### config.mk
export PLATFORM = sky130hd
export DESIGN_NAME = ocpwm_unit
export DESIGN_NICKNAME = d
export VERILOG_FILES = /design/src/include/ocpwm_pkg.sv /design/src/logic/ocpwm_unit.sv /design/src/logic/ocpwm_compare.sv
export SDC_FILE = /design/constraint.sdc
export NUM_CORES = 1
export LEC_CHECK = 0
export BUFFER_PORTS_ARGS = -buffer_cell sky130_fd_sc_hd__buf_2
export CORE_MARGIN = 5
export CORE_UTILIZATION = 38
export CTS_CLUSTER_DIAMETER = 60
export DETAILED_ROUTE_END_ITERATION = 12
export HOLD_SLACK_MARGIN = 0.08
export SLEW_MARGIN = 20
export SYNTH_ARGS = -nofsm -noshare
export SYNTH_HDL_FRONTEND = slang
export SYNTH_SLANG_ARGS = --single-unit
### constraint.sdc
create_clock -name clk_sys -period 2.5 [get_ports clk_sys]
set_input_delay 0.125 -clock clk_sys [delete_from_list [all_inputs] [get_ports clk_sys]]
set_output_delay 0.125 -clock clk_sys [all_outputs]
set_load 0.01 [all_outputs]
### src/include/ocpwm_pkg.sv
// shared constants, bus carrier and helpers of the output compare unit
`default_nettype none

package ocpwm_pkg;

  // register word indices on the avalon word address
  localparam int         OCPWM_ADDR_W   = 2;
  localparam logic [1:0] OCPWM_CTRL_IDX = 2'h0;
  localparam logic [1:0] OCPWM_PRI_IDX  = 2'h1;
  localparam logic [1:0] OCPWM_SEC_IDX  = 2'h2;

  // control register field positions
  localparam int OCPWM_ON_BIT    = 15;
  localparam int OCPWM_IDLE_BIT  = 13;
  localparam int OCPWM_WIDE_BIT  = 5;
  localparam int OCPWM_FLT_BIT   = 4;
  localparam int OCPWM_TSEL_BIT  = 3;
  localparam int OCPWM_MODE_LO   = 0;
  localparam int OCPWM_NARROW_W  = 16;

  // reset values and writable bits of the control register
  localparam logic [31:0] OCPWM_CTRL_RESET = 32'h0000_0000;
  localparam logic [31:0] OCPWM_CMP_RESET  = 32'h0000_0000;
  localparam logic [31:0] OCPWM_CTRL_WMASK = 32'h0000_a02f;

  // compare mode codes
  localparam logic [2:0] OCPWM_MODE_OFF      = 3'h0;
  localparam logic [2:0] OCPWM_MODE_SET_HIGH = 3'h1;
  localparam logic [2:0] OCPWM_MODE_SET_LOW  = 3'h2;
  localparam logic [2:0] OCPWM_MODE_TOGGLE   = 3'h3;
  localparam logic [2:0] OCPWM_MODE_SINGLE   = 3'h4;
  localparam logic [2:0] OCPWM_MODE_CONT     = 3'h5;
  localparam logic [2:0] OCPWM_MODE_PWM      = 3'h6;
  localparam logic [2:0] OCPWM_MODE_PWM_FLT  = 3'h7;

  // bus answer latency in clock cycles after the request appears
  localparam int OCPWM_ANSWER_CYCLES = 1;

  // avalon-mm request from the master
  typedef struct packed {
    logic                    read;
    logic                    write;
    logic [OCPWM_ADDR_W-1:0] address;
    logic [31:0]             writedata;
    logic [3:0]              byteenable;
  } ocpwm_av_req_t;

  // merge write data into an old word under byte enables
  function automatic logic [31:0] ocpwm_be_merge(input logic [31:0] old_v,
                                                 input logic [31:0] wr_v,
                                                 input logic [3:0]  be);
    logic [31:0] res;
    res = old_v;
    for (int i = 0; i < 4; i++) begin
      if (be[i]) begin
        res[8*i +: 8] = wr_v[8*i +: 8];
      end
    end
    return res;
  endfunction

endpackage

`default_nettype wire

### src/logic/ocpwm_unit.sv
// output compare and pwm unit with its avalon-mm register slave
//
// How it works
// enable bit set runs the compare unit; cleared, the unit is off.
// idle stop bit set freezes the unit while the device idles.
// wide select compares full 32 bits; clear compares low 16 bits.
// timer source select picks third timer when set, second when clear.
// pwm fault flag is read-only; hardware sets and clears it.
// fault flag means something only in mode 111, reads zero otherwise.
// mode 111 is pwm honouring fault input; 110 is pwm ignoring it.
// mode 101 starts pin low then makes continuous pulses.
// mode 100 starts pin low then makes exactly one pulse.
// mode 011 inverts the pin on every primary compare match.
// mode 010 starts pin high; a match drives it low.
// mode 001 starts pin low; a match drives it high.
// mode 000 disables comparing while the unit stays powered.
// software avoids register access right after clearing enable at 1:1.
// control bits 31-16, 14 and 12-6 always read zero.
// primary match starts pulses; secondary ends them or sets pwm duty.
// with fault enabled, a fault forces pin low until hardware clears flag.
`default_nettype none

module ocpwm_unit
  import ocpwm_pkg::*;
#(
  parameter int TIMER_W = 32
) (
  // clock and reset
  input  wire logic               clk_sys,
  input  wire logic               reset,
  // avalon-mm slave
  input  wire ocpwm_av_req_t      av_req,
  output logic [31:0]             av_readdata,
  output logic                    av_waitrequest,
  // time bases
  input  wire logic [TIMER_W-1:0] second_timer,
  input  wire logic [TIMER_W-1:0] third_timer,
  // device state and fault input
  input  wire logic               idle_mode,
  input  wire logic               fault_n,
  // compare output
  output logic                    compare_output_pin,
  output logic                    compare_event
);

  // refuse widths the narrow/wide split cannot serve
  if (TIMER_W <= OCPWM_NARROW_W || TIMER_W > 32) begin : g_bad_width
    $error("ocpwm_unit: TIMER_W must lie in 17..32");
  end

  // whole state of the unit
  typedef struct packed {
    logic               ack;
    logic [31:0]        rdata;
    logic [31:0]        ctrl;
    logic [TIMER_W-1:0] pri;
    logic [TIMER_W-1:0] sec;
    logic               fault;
    logic               pin;
    logic               event_p;
    logic               single_done;
    logic               last_on;
    logic [2:0]         last_mode;
    logic               eq_pri_d;
    logic               eq_sec_d;
    logic               zero_d;
  } ocpwm_state_t;

  ocpwm_state_t st;
  ocpwm_state_t next_st;

  logic        req;
  logic        done;
  logic        ctrl_on;
  logic        idle_stop;
  logic        wide;
  logic        tsel;
  logic [2:0]  mode;
  logic        frozen;
  logic        running;
  logic        cfg_change;
  logic        eq_pri;
  logic        eq_sec;
  logic        at_zero;
  logic        hit_p;
  logic        hit_s;
  logic        hit_z;
  logic        duty_nonzero;
  logic [31:0] ctrl_view;

  // control fields
  assign ctrl_on   = st.ctrl[OCPWM_ON_BIT];
  assign idle_stop = st.ctrl[OCPWM_IDLE_BIT];
  assign wide      = st.ctrl[OCPWM_WIDE_BIT];
  assign tsel      = st.ctrl[OCPWM_TSEL_BIT];
  assign mode      = st.ctrl[OCPWM_MODE_LO +: 3];

  // idle freezes everything except the register slave and the off path
  assign frozen     = idle_stop && idle_mode;
  assign running    = ctrl_on && !frozen && (mode != OCPWM_MODE_OFF);
  assign cfg_change = ctrl_on && !frozen && (!st.last_on || mode != st.last_mode);

  ocpwm_compare #(
    .TIMER_W (TIMER_W)
  ) u_compare (
    .second_timer            (second_timer),
    .third_timer             (third_timer),
    .timer_source_select     (tsel),
    .wide_compare_select     (wide),
    .primary_compare_value   (st.pri),
    .secondary_compare_value (st.sec),
    .eq_primary              (eq_pri),
    .eq_secondary            (eq_sec),
    .at_zero                 (at_zero)
  );

  // matches are edges: a prescaled timer may sit on one value many cycles
  assign hit_p = eq_pri && !st.eq_pri_d;
  assign hit_s = eq_sec && !st.eq_sec_d;
  assign hit_z = at_zero && !st.zero_d;

  // a zero duty keeps the pin low for the whole period
  assign duty_nonzero = wide ? (st.sec != '0)
                             : (st.sec[OCPWM_NARROW_W-1:0] != 16'h0);

  // control readback: only implemented bits, flag masked outside mode 111
  always_comb begin
    ctrl_view = st.ctrl & OCPWM_CTRL_WMASK;
    ctrl_view[OCPWM_FLT_BIT] = st.fault && (mode == OCPWM_MODE_PWM_FLT);
  end

  // bus handshake: the answer comes one cycle after the request shows
  assign req            = av_req.read || av_req.write;
  assign done           = req && st.ack;
  assign av_waitrequest = req && !st.ack;
  assign av_readdata    = st.rdata;
  assign compare_output_pin = st.pin;
  assign compare_event      = st.event_p;

  // next-state logic of the whole unit
  always_comb begin
    next_st         = st;
    next_st.ack     = req && !st.ack;
    next_st.event_p = 1'b0;

    // read data is captured in the waiting cycle, stands at the answer edge
    if (req && !st.ack) begin
      case (av_req.address)
        OCPWM_CTRL_IDX: next_st.rdata = ctrl_view;
        OCPWM_PRI_IDX:  next_st.rdata = 32'(st.pri);
        OCPWM_SEC_IDX:  next_st.rdata = 32'(st.sec);
        default:        next_st.rdata = 32'h0000_0000;
      endcase
    end

    // writes land at the answer edge; the fault bit is never writable
    if (done && av_req.write) begin
      case (av_req.address)
        OCPWM_CTRL_IDX: begin
          next_st.ctrl = ocpwm_be_merge(st.ctrl, av_req.writedata, av_req.byteenable)
                         & OCPWM_CTRL_WMASK & ~(32'h1 << OCPWM_FLT_BIT);
        end
        OCPWM_PRI_IDX: begin
          next_st.pri = TIMER_W'(ocpwm_be_merge(32'(st.pri), av_req.writedata,
                                                av_req.byteenable));
        end
        OCPWM_SEC_IDX: begin
          next_st.sec = TIMER_W'(ocpwm_be_merge(32'(st.sec), av_req.writedata,
                                                av_req.byteenable));
        end
        default: begin
        end
      endcase
    end

    // compare engine
    if (!ctrl_on) begin
      next_st.pin         = 1'b0;
      next_st.fault       = 1'b0;
      next_st.last_on     = 1'b0;
      next_st.single_done = 1'b0;
    end else if (!frozen) begin
      next_st.last_on   = 1'b1;
      next_st.last_mode = mode;
      next_st.eq_pri_d  = eq_pri;
      next_st.eq_sec_d  = eq_sec;
      next_st.zero_d    = at_zero;
      if (cfg_change) begin
        // every mode starts low except set-low, which starts high
        next_st.pin         = (mode == OCPWM_MODE_SET_LOW);
        next_st.single_done = 1'b0;
        next_st.fault       = 1'b0;
      end else begin
        case (mode)
          OCPWM_MODE_OFF: begin
            next_st.pin = st.pin;
          end
          OCPWM_MODE_SET_HIGH: begin
            if (hit_p) begin
              next_st.pin     = 1'b1;
              next_st.event_p = 1'b1;
            end
          end
          OCPWM_MODE_SET_LOW: begin
            if (hit_p) begin
              next_st.pin     = 1'b0;
              next_st.event_p = 1'b1;
            end
          end
          OCPWM_MODE_TOGGLE: begin
            if (hit_p) begin
              next_st.pin     = !st.pin;
              next_st.event_p = 1'b1;
            end
          end
          OCPWM_MODE_SINGLE, OCPWM_MODE_CONT: begin
            // single pulse locks after its falling edge, continuous rearms
            if (hit_p && !st.single_done) begin
              next_st.pin     = 1'b1;
              next_st.event_p = 1'b1;
            end else if (hit_s && st.pin) begin
              next_st.pin         = 1'b0;
              next_st.single_done = (mode == OCPWM_MODE_SINGLE);
              next_st.event_p     = 1'b1;
            end
          end
          default: begin
            // pwm: period starts at timer zero, secondary value sets duty
            if (mode == OCPWM_MODE_PWM_FLT) begin
              if (hit_z && fault_n) begin
                next_st.fault = 1'b0;
              end
              if (!fault_n) begin
                next_st.fault = 1'b1;
              end
            end
            if (mode == OCPWM_MODE_PWM_FLT && (!fault_n || next_st.fault)) begin
              next_st.pin = 1'b0;
            end else if (hit_z) begin
              next_st.pin     = duty_nonzero;
              next_st.event_p = 1'b1;
            end else if (hit_s) begin
              next_st.pin = 1'b0;
            end
          end
        endcase
      end
    end
  end

  // one register stage for the whole state, synchronous reset
  always_ff @(posedge clk_sys) begin
    if (reset) begin
      st <= '0;
    end else begin
      st <= next_st;
    end
  end
endmodule

`default_nettype wire

### src/logic/ocpwm_compare.sv
// equality detectors of the selected time base against both compare values
`default_nettype none

module ocpwm_compare
  import ocpwm_pkg::*;
#(
  parameter int TIMER_W = 32
) (
  // time bases
  input  wire logic [TIMER_W-1:0] second_timer,
  input  wire logic [TIMER_W-1:0] third_timer,
  // configuration
  input  wire logic               timer_source_select,
  input  wire logic               wide_compare_select,
  input  wire logic [TIMER_W-1:0] primary_compare_value,
  input  wire logic [TIMER_W-1:0] secondary_compare_value,
  // equality results
  output logic                    eq_primary,
  output logic                    eq_secondary,
  output logic                    at_zero
);

  logic [TIMER_W-1:0] timer_sel;

  // narrow mode looks at the low half only, upper bits are dont-care
  function automatic logic [TIMER_W-1:0] fit(input logic wide, input logic [TIMER_W-1:0] v);
    logic [TIMER_W-1:0] res;
    res = v;
    if (!wide) begin
      res[TIMER_W-1:OCPWM_NARROW_W] = '0;
    end
    return res;
  endfunction

  // source pick, then width cut applied to all three operands
  assign timer_sel    = timer_source_select ? third_timer : second_timer;
  assign eq_primary   = fit(wide_compare_select, timer_sel)
                        == fit(wide_compare_select, primary_compare_value);
  assign eq_secondary = fit(wide_compare_select, timer_sel)
                        == fit(wide_compare_select, secondary_compare_value);
  assign at_zero      = fit(wide_compare_select, timer_sel) == '0;

endmodule

`default_nettype wire

==> results of run 1 <==
[state kept, by name, summed over array words and instances, names as in the netlist]
register            count
ctrl_on                 1
compare_event           1
st                     74
av_readdata            32
ctrl_view               6
compare_output_pin      1
[worst max path at each step]
stage	from	end	slack, ps	cells past startpoint
after floorplan	ctrl_view[3]$_SDFFE_PP0P_	compare_output_pin$_SDFFE_PP0P_	-30	10
after global placement	ctrl_view[3]$_SDFFE_PP0P_	compare_output_pin$_SDFFE_PP0P_	-300	9
after detailed placement	ctrl_view[3]$_SDFFE_PP0P_	compare_output_pin$_SDFFE_PP0P_	-380	9
after CTS	ctrl_view[3]$_SDFFE_PP0P_	compare_output_pin$_SDFFE_PP0P_	-220	12
after global routing	ctrl_view[3]$_SDFFE_PP0P_	compare_output_pin$_SDFFE_PP0P_	-410	10
final	ctrl_view[3]$_SDFFE_PP0P_	compare_output_pin$_SDFFE_PP0P_	-290	10
[per-layer routing]
| layer | share of wire [%] | vias to the layer above |
|---|---|---|
| met3 | 7.9 | 40 |
| met4 | 1.9 | 0 |
| met1 | 47 | 2986 |
| met5 | 0 | - |
| met2 | 43 | 299 |
| li1 | - | 3029 |
[power groups by stage]
stage / registers, mW / logic, mW / clock network [mW]
after CTS: 1.92 / 0.611 / 2.25
after global placement: 1.95 / 0.553 / 0
after global routing: 1.92 / 0.690 / 2.33
final: 1.92 / 0.636 / 2.21
after floorplan: 1.94 / 0.326 / 0
after detailed placement: 1.96 / 0.554 / 0
[metrics by stage]
| step | utilization (%) | instances |
|---|---|---|
| 6_report | 53.9 | 1172 |
| 5_1_grt | 53.9 | 1172 |
| 4_1_cts | 52.7 | 1168 |
| 3_5_place_dp | 46.2 | 1096 |
| 3_3_place_gp | 46.2 | 1096 |
| 2_1_floorplan | - | 726 |
[kinds of logic after synthesis]
kind of cell,after synthesis,share of synthesized area (%)
xor+xnor,48,6.55
buf+inv,79,7.12
flops,115,35.9
mux,112,18.5
compound gates,118,13.4
simple gates,254,18.5
[worst max-delay path: stages, from the launching register on]
cell and delay [ps]:
dfxtp_4 450, clkbuf_16 190, mux2_4 310, buf_6 120, xor2_2 140, nor4_2 320, a31oi_2 200, or3_1 340
a41o_1 190, a211oi_2 230, mux2i_1 200
[cell type report]
cell class              count  share of cell area (%)
inverters                   3                   0.126
multi-input cells         532                    43.7
well taps                 220                    3.08
clock buffers              19                    5.06
clock inverters            12                   0.951
repair buffers            271                    21.3
flip-flops and latches    115                    25.8
[layout by cell type, fill, tap and decap left out, types with 10 or more instances in the layout]
master,count
nand2_1,19
xor2_1,12
a211oi_1,33
nand4_1,10
a21oi_1,24
a22oi_1,24
xnor2_1,34
nand3_1,12
mux2i_1,91
buf_4,80
dlygate4sd3_1,35
nor3_1,15
mux2i_4,11
clkbuf_16,18
nor4_1,22
nor2_1,134
dfxtp_1,114
buf_2,141
[repair_timing]
action,in CTS,in global routing
pin swaps,7,15
resized for setup,19,38
gates cloned,2,1
endpoints found under the setup margin,5,6
setup buffers,4,5
endpoints found under the hold margin,73,0
hold buffers,35,0
==> results.json, run 1 <==
{
  "start_util_pct": 38.7,
  "violations": "negative setup slack",
  "yosys_warnings": 0,
  "synth.most_common_cell": "nor2_1",
  "crit_arrival_ps": 3140,
  "routed_wl_um": 22300,
  "yosys-top-cells-count": "nor2_1 (135), dfxtp_1 (115), mux2i_1 (101)",
  "power.density_nw_per_um2": 533,
  "status": "finished with violations",
  "ant_nets": 0,
  "synth_cell_type_count": 54,
  "startpoint_type": "flip-flop",
  "p_total_mw": 4.76,
  "die_height_um": 140,
  "post-place-ws_ps": -377,
  "fin_ws_ps": -290,
  "first_pass_iters": 5,
  "synth_fp_nets": 834,
  "crit_path_end_kind": "flip-flop",
  "syn_area_um2": 6420,
  "areaGrowthSynthToFinish_pct": 39.4,
  "clkTransAtPathRegs_ps": 60,
  "clk_latency_ps": 430,
  "yosys.area.top_type": "dfxtp_1",
  "multi_input_area_um2": 3910,
  "overflow": 0,
  "rsz0062_at_grt": "true",
  "skew_ps": 10.0,
  "drv_cap": 0,
  "diodes": 0,
  "grt_pass1_wl_um": 34100,
  "grt_util_met3_pct": 4.29,
  "num_rows": 47,
  "finalWeightedCongestion": 0.919,
  "vias": 6354,
  "io_buffers": 142,
  "fmax_mhz": 358,
  "drive_gt1_share_pct": 33.1,
  "p_sw_share_pct": 26.6,
  "num-nets-final": 1048,
  "finalInstanceArea_um2": 8940,
  "grt_pass1_vias": 5964,
  "setup_viol": 6,
  "viasPerCell": 5.42,
  "worst_pin_slew_ps": 529,
  "cellLeakagePower_nw": 3.44,
  "reg2reg_setup_slack_ps": -290,
  "p_comb_share_pct": 13.4,
  "synth_seq_cells": 115,
  "min_from": "reset",
  "ff_latch_area_um2": 2310,
  "async_flop_share_pct": 0,
  "whs_ps": 151,
  "r2r-start": "ctrl_view[3]$_SDFFE_PP0P_",
  "core_region_area_um2": 16600,
  "die_area_um2": 19600,
  "crit_type": "flip-flop to flip-flop",
  "grt_max_degree": 51,
  "synth_top_area_share_pct": 35.9,
  "hold_path_depth": 2,
  "dp_hpwl_um": 16800,
  "synth_area_per_cell_um2": 8.84,
  "route.detailed.drc": 0,
  "synthTopCellsByArea": "dfxtp_1 (36%), mux2i_1 (16%), nor2_1 (7.9%)",
  "seq_area_frac_synth_pct": 35.9,
  "p_clk_share_pct": 46.4,
  "peakVddDrop_v": 0.000487,
  "slew_viol_final": 0,
  "grtUsageTotal_pct": 22.4,
  "clk_path_buf_depth": 2,
  "die_w_um": 140,
  "hold_end": "st[43]$_SDFFE_PP0P_",
  "gr-usage-met2_pct": 33.0,
  "min_period_ps": 2790,
  "grtUsageMet1_pct": 33.4,
  "intPower_mw": 3.50,
  "drt_iter0_drc": 505,
  "relSlewSlack_pct": 64.7,
  "routedWlPerCell_um": 19.1,
  "cts_tree": "done",
  "fin_tns_setup_ps": -702,
  "num_io_pins": 143,
  "power_frac_seq_pct": 40.2,
  "syn-instance-count": 726,
  "worstPathRequired_ps": 2850,
  "synth-edff-count": 0,
  "synth_ff_type": "dfxtp_1",
  "numCtsBuffers": 17,
  "cp_max_fo": 6,
  "top_usage_layer": "met1",
  "root_buffer": "clkbuf_16",
  "clkSinkCount": 115,
  "hold_viol": 0,
  "dpl_cell_area_um2": 7660,
  "timing.rr.end": "compare_output_pin$_SDFFE_PP0P_",
  "antenna_found_initial": 0,
  "netSwitchingPower_mw": 1.26,
  "h-tree-depth": 4,
  "fillCellCount": 1572,
  "holdCritPathClass": "input port to flip-flop",
  "finalCritPeriodShare_pct": 112,
  "r2r_cells": 10
}
Power figures use the tool's default switching activity.
==> inputs of run 2 (changes only) <==
ABC_AREA = 1   (was not set)
==> results.json, run 2 <==
{
  "status": "completed",
  "num_io_pins": 143,
  "fmax_mhz": 438,
  "fillCellCount": 1895,
  "syn_area_um2": 7060,
  "num_rows": 49,
  "grtUsageTotal_pct": 21.7,
  "synth_fa_ha_area_share_pct": 0,
  "dp_hpwl_um": 17100,
  "regMostFlops": "st",
  "drive_gt1_share_pct": 16.6,
  "setup_viol": 0,
  "viasPerCell": 5.08,
  "finalInstanceArea_um2": 8730,
  "numCtsBuffers": 17,
  "num-nets-final": 1398,
  "final_common_cell": "nand2_1",
  "grt_pass1_vias": 7269,
  "h-tree-depth": 4,
  "die_height_um": 146,
  "power.density_nw_per_um2": 593,
  "min_from": "fault_n",
  "yosys-mux-area-fraction_pct": 0,
  "cts-resized-gates": 0,
  "start_util_pct": 38.9,
  "r2r_cells": 16,
  "synth.most_common_cell": "nand2_1",
  "yosys-top-cells-count": "nand2_1 (329), inv_1 (134), a21oi_1 (133)",
  "clk_path_buf_depth": 2,
  "die_w_um": 146,
  "rsz0062_at_grt": "false",
  "areaGrowthSynthToFinish_pct": 23.6,
  "largest_reg_flops": 74,
  "synth_xor_area_share_pct": 0.372,
  "hold_path_depth": 4,
  "antenna_found_initial": 0,
  "synth-edff-count": 0,
  "ant_nets": 0,
  "reg2reg_setup_slack_ps": 220,
  "cp_max_fo": 29,
  "whs_ps": 110,
  "finalCritPeriodShare_pct": 91.2,
  "core_region_area_um2": 18100,
  "routed_wl_um": 23400,
  "synthTopCellsByArea": "dfxtp_1 (33%), nand2_1 (17%), a21oi_1 (9.4%)",
  "first_pass_iters": 5,
  "clkTransAtPathRegs_ps": 50,
  "crit_type": "flip-flop to flip-flop",
  "critPathLaunch": "ctrl_view[3]$_SDFFE_PP0P_",
  "hold_viol": 0,
  "hold_end": "st[10]$_SDFFE_PP0P_",
  "synth_area_per_cell_um2": 6.08,
  "fin_tns_setup_ps": 0,
  "overflow": 0,
  "worstPathRequired_ps": 2820,
  "synth_cell_type_count": 31,
  "grt_max_degree": 47,
  "peakVddDrop_v": 0.000498,
  "p_total_mw": 5.18,
  "final_util_pct": 48.1,
  "ctsHoldBuffers": 34,
  "finalWeightedCongestion": 0.931,
  "synth_top_family_by_area": "simple AND/OR/NAND/NOR gates",
  "io_buffers": 142,
  "clk_latency_ps": 430,
  "grt_pass1_wl_um": 37700,
  "drt_iter0_drc": 635,
  "cellLeakagePower_nw": 4.06,
  "cts_tree": "done",
  "startpoint_type": "flip-flop",
  "routedWlPerCell_um": 15.3,
  "synth_top_area_share_pct": 32.6,
  "worst_pin_slew_ps": 517,
  "route.detailed.drc": 0,
  "r2r-start": "ctrl_view[3]$_SDFFE_PP0P_",
  "layout_common_cells": "nand2_1 (329), buf_2 (142), inv_1 (133), a21oi_1 (133), dfxtp_1 (113)",
  "synth_fp_nets": 1269,
  "root_buffer": "clkbuf_16",
  "holdCritPathClass": "input port to flip-flop",
  "synthSimpleGateAreaFrac_pct": 34.1,
  "yosys.area.top_type": "dfxtp_1",
  "cts_setup_buffers": 0,
  "crit_arrival_ps": 2600,
  "vias": 7777,
  "crit_path_end_kind": "flip-flop",
  "drv_cap": 0,
  "timing.rr.end": "compare_output_pin$_SDFFE_PP0P_",
  "dpl_cell_area_um2": 7770,
  "clkSinkCount": 115,
  "relSlewSlack_pct": 65.4,
  "synth_ff_type": "dfxtp_1",
  "die_area_um2": 21400,
  "synth_compound_area_share_pct": 18.7,
  "slew_viol_final": 0,
  "yosys_warnings": 0,
  "seq_area_frac_synth_pct": 32.6,
  "diodes": 0,
  "async_flop_share_pct": 0,
  "min_period_ps": 2280,
  "synth_seq_cells": 115,
  "skew_ps": 12.4,
  "syn-instance-count": 1161
}
## run 2: kinds of logic after synthesis
logic type                count (synthesis)
and+or+nand+nor                         564
DFF                                     115
AOI/OAI and AO/OA                       257
buffers and inverters                   222
xor gates and xnor gates                  3
## run 2: worst max-delay path: stages, from the launching register on
cell     delay (ps)
dfxtp_2         380
buf_12          200
nand2_1         110
nand2_1         160
nand2_1          70
nand2_1          60
nand3_1          60
nor2_1           90
nand2_1          70
nor2_1          290
nand4_1         210
nand3_1         110
nand3_1          80
nor2_2          130
nand2_1          50
nand2_1          50
nor2_1           40
## run 2: cell type report
cell class                 instances  area (µm²)  area share [%]
clock buffer                      22         474            5.43
timing repair buffer             191        1230            14.0
sequential                       115        2300            26.4
inverter                         141         532            6.09
clock inverter                     9         153            1.75
tap                              229         287            3.28
multi-input combinational        824        3760            43.0
## run 2: worst max path at each step
stage                                                  to  depth (start not counted)
after CTS                 compare_output_pin$_SDFFE_PP0P_                         16
after global routing      compare_output_pin$_SDFFE_PP0P_                         18
after global placement    compare_output_pin$_SDFFE_PP0P_                         16
final                     compare_output_pin$_SDFFE_PP0P_                         16
after floorplan           compare_output_pin$_SDFFE_PP0P_                         19
after detailed placement  compare_output_pin$_SDFFE_PP0P_                         16
## run 2: power by group
group	switching, mW	internal (mW)
clock	0.884	1.74
sequential	0.0339	1.89
combinational	0.391	0.250
## run 2: routing by layer
metal,share of wire [%],GRT usage [%],vias up
met2,45,35.0,217
met4,1.2,5.93,0
met5,0,0,-
li1,-,-,4019
met1,48,30.0,3518
met3,5.7,3.66,23
## run 2: per-stage QoR
stage               worst slack (ps)  instances
floorplan                        659       1161
global placement                 247       1466
detailed placement               271       1466
CTS                              251       1531
global route                    35.2       1531
finish                           219       1531
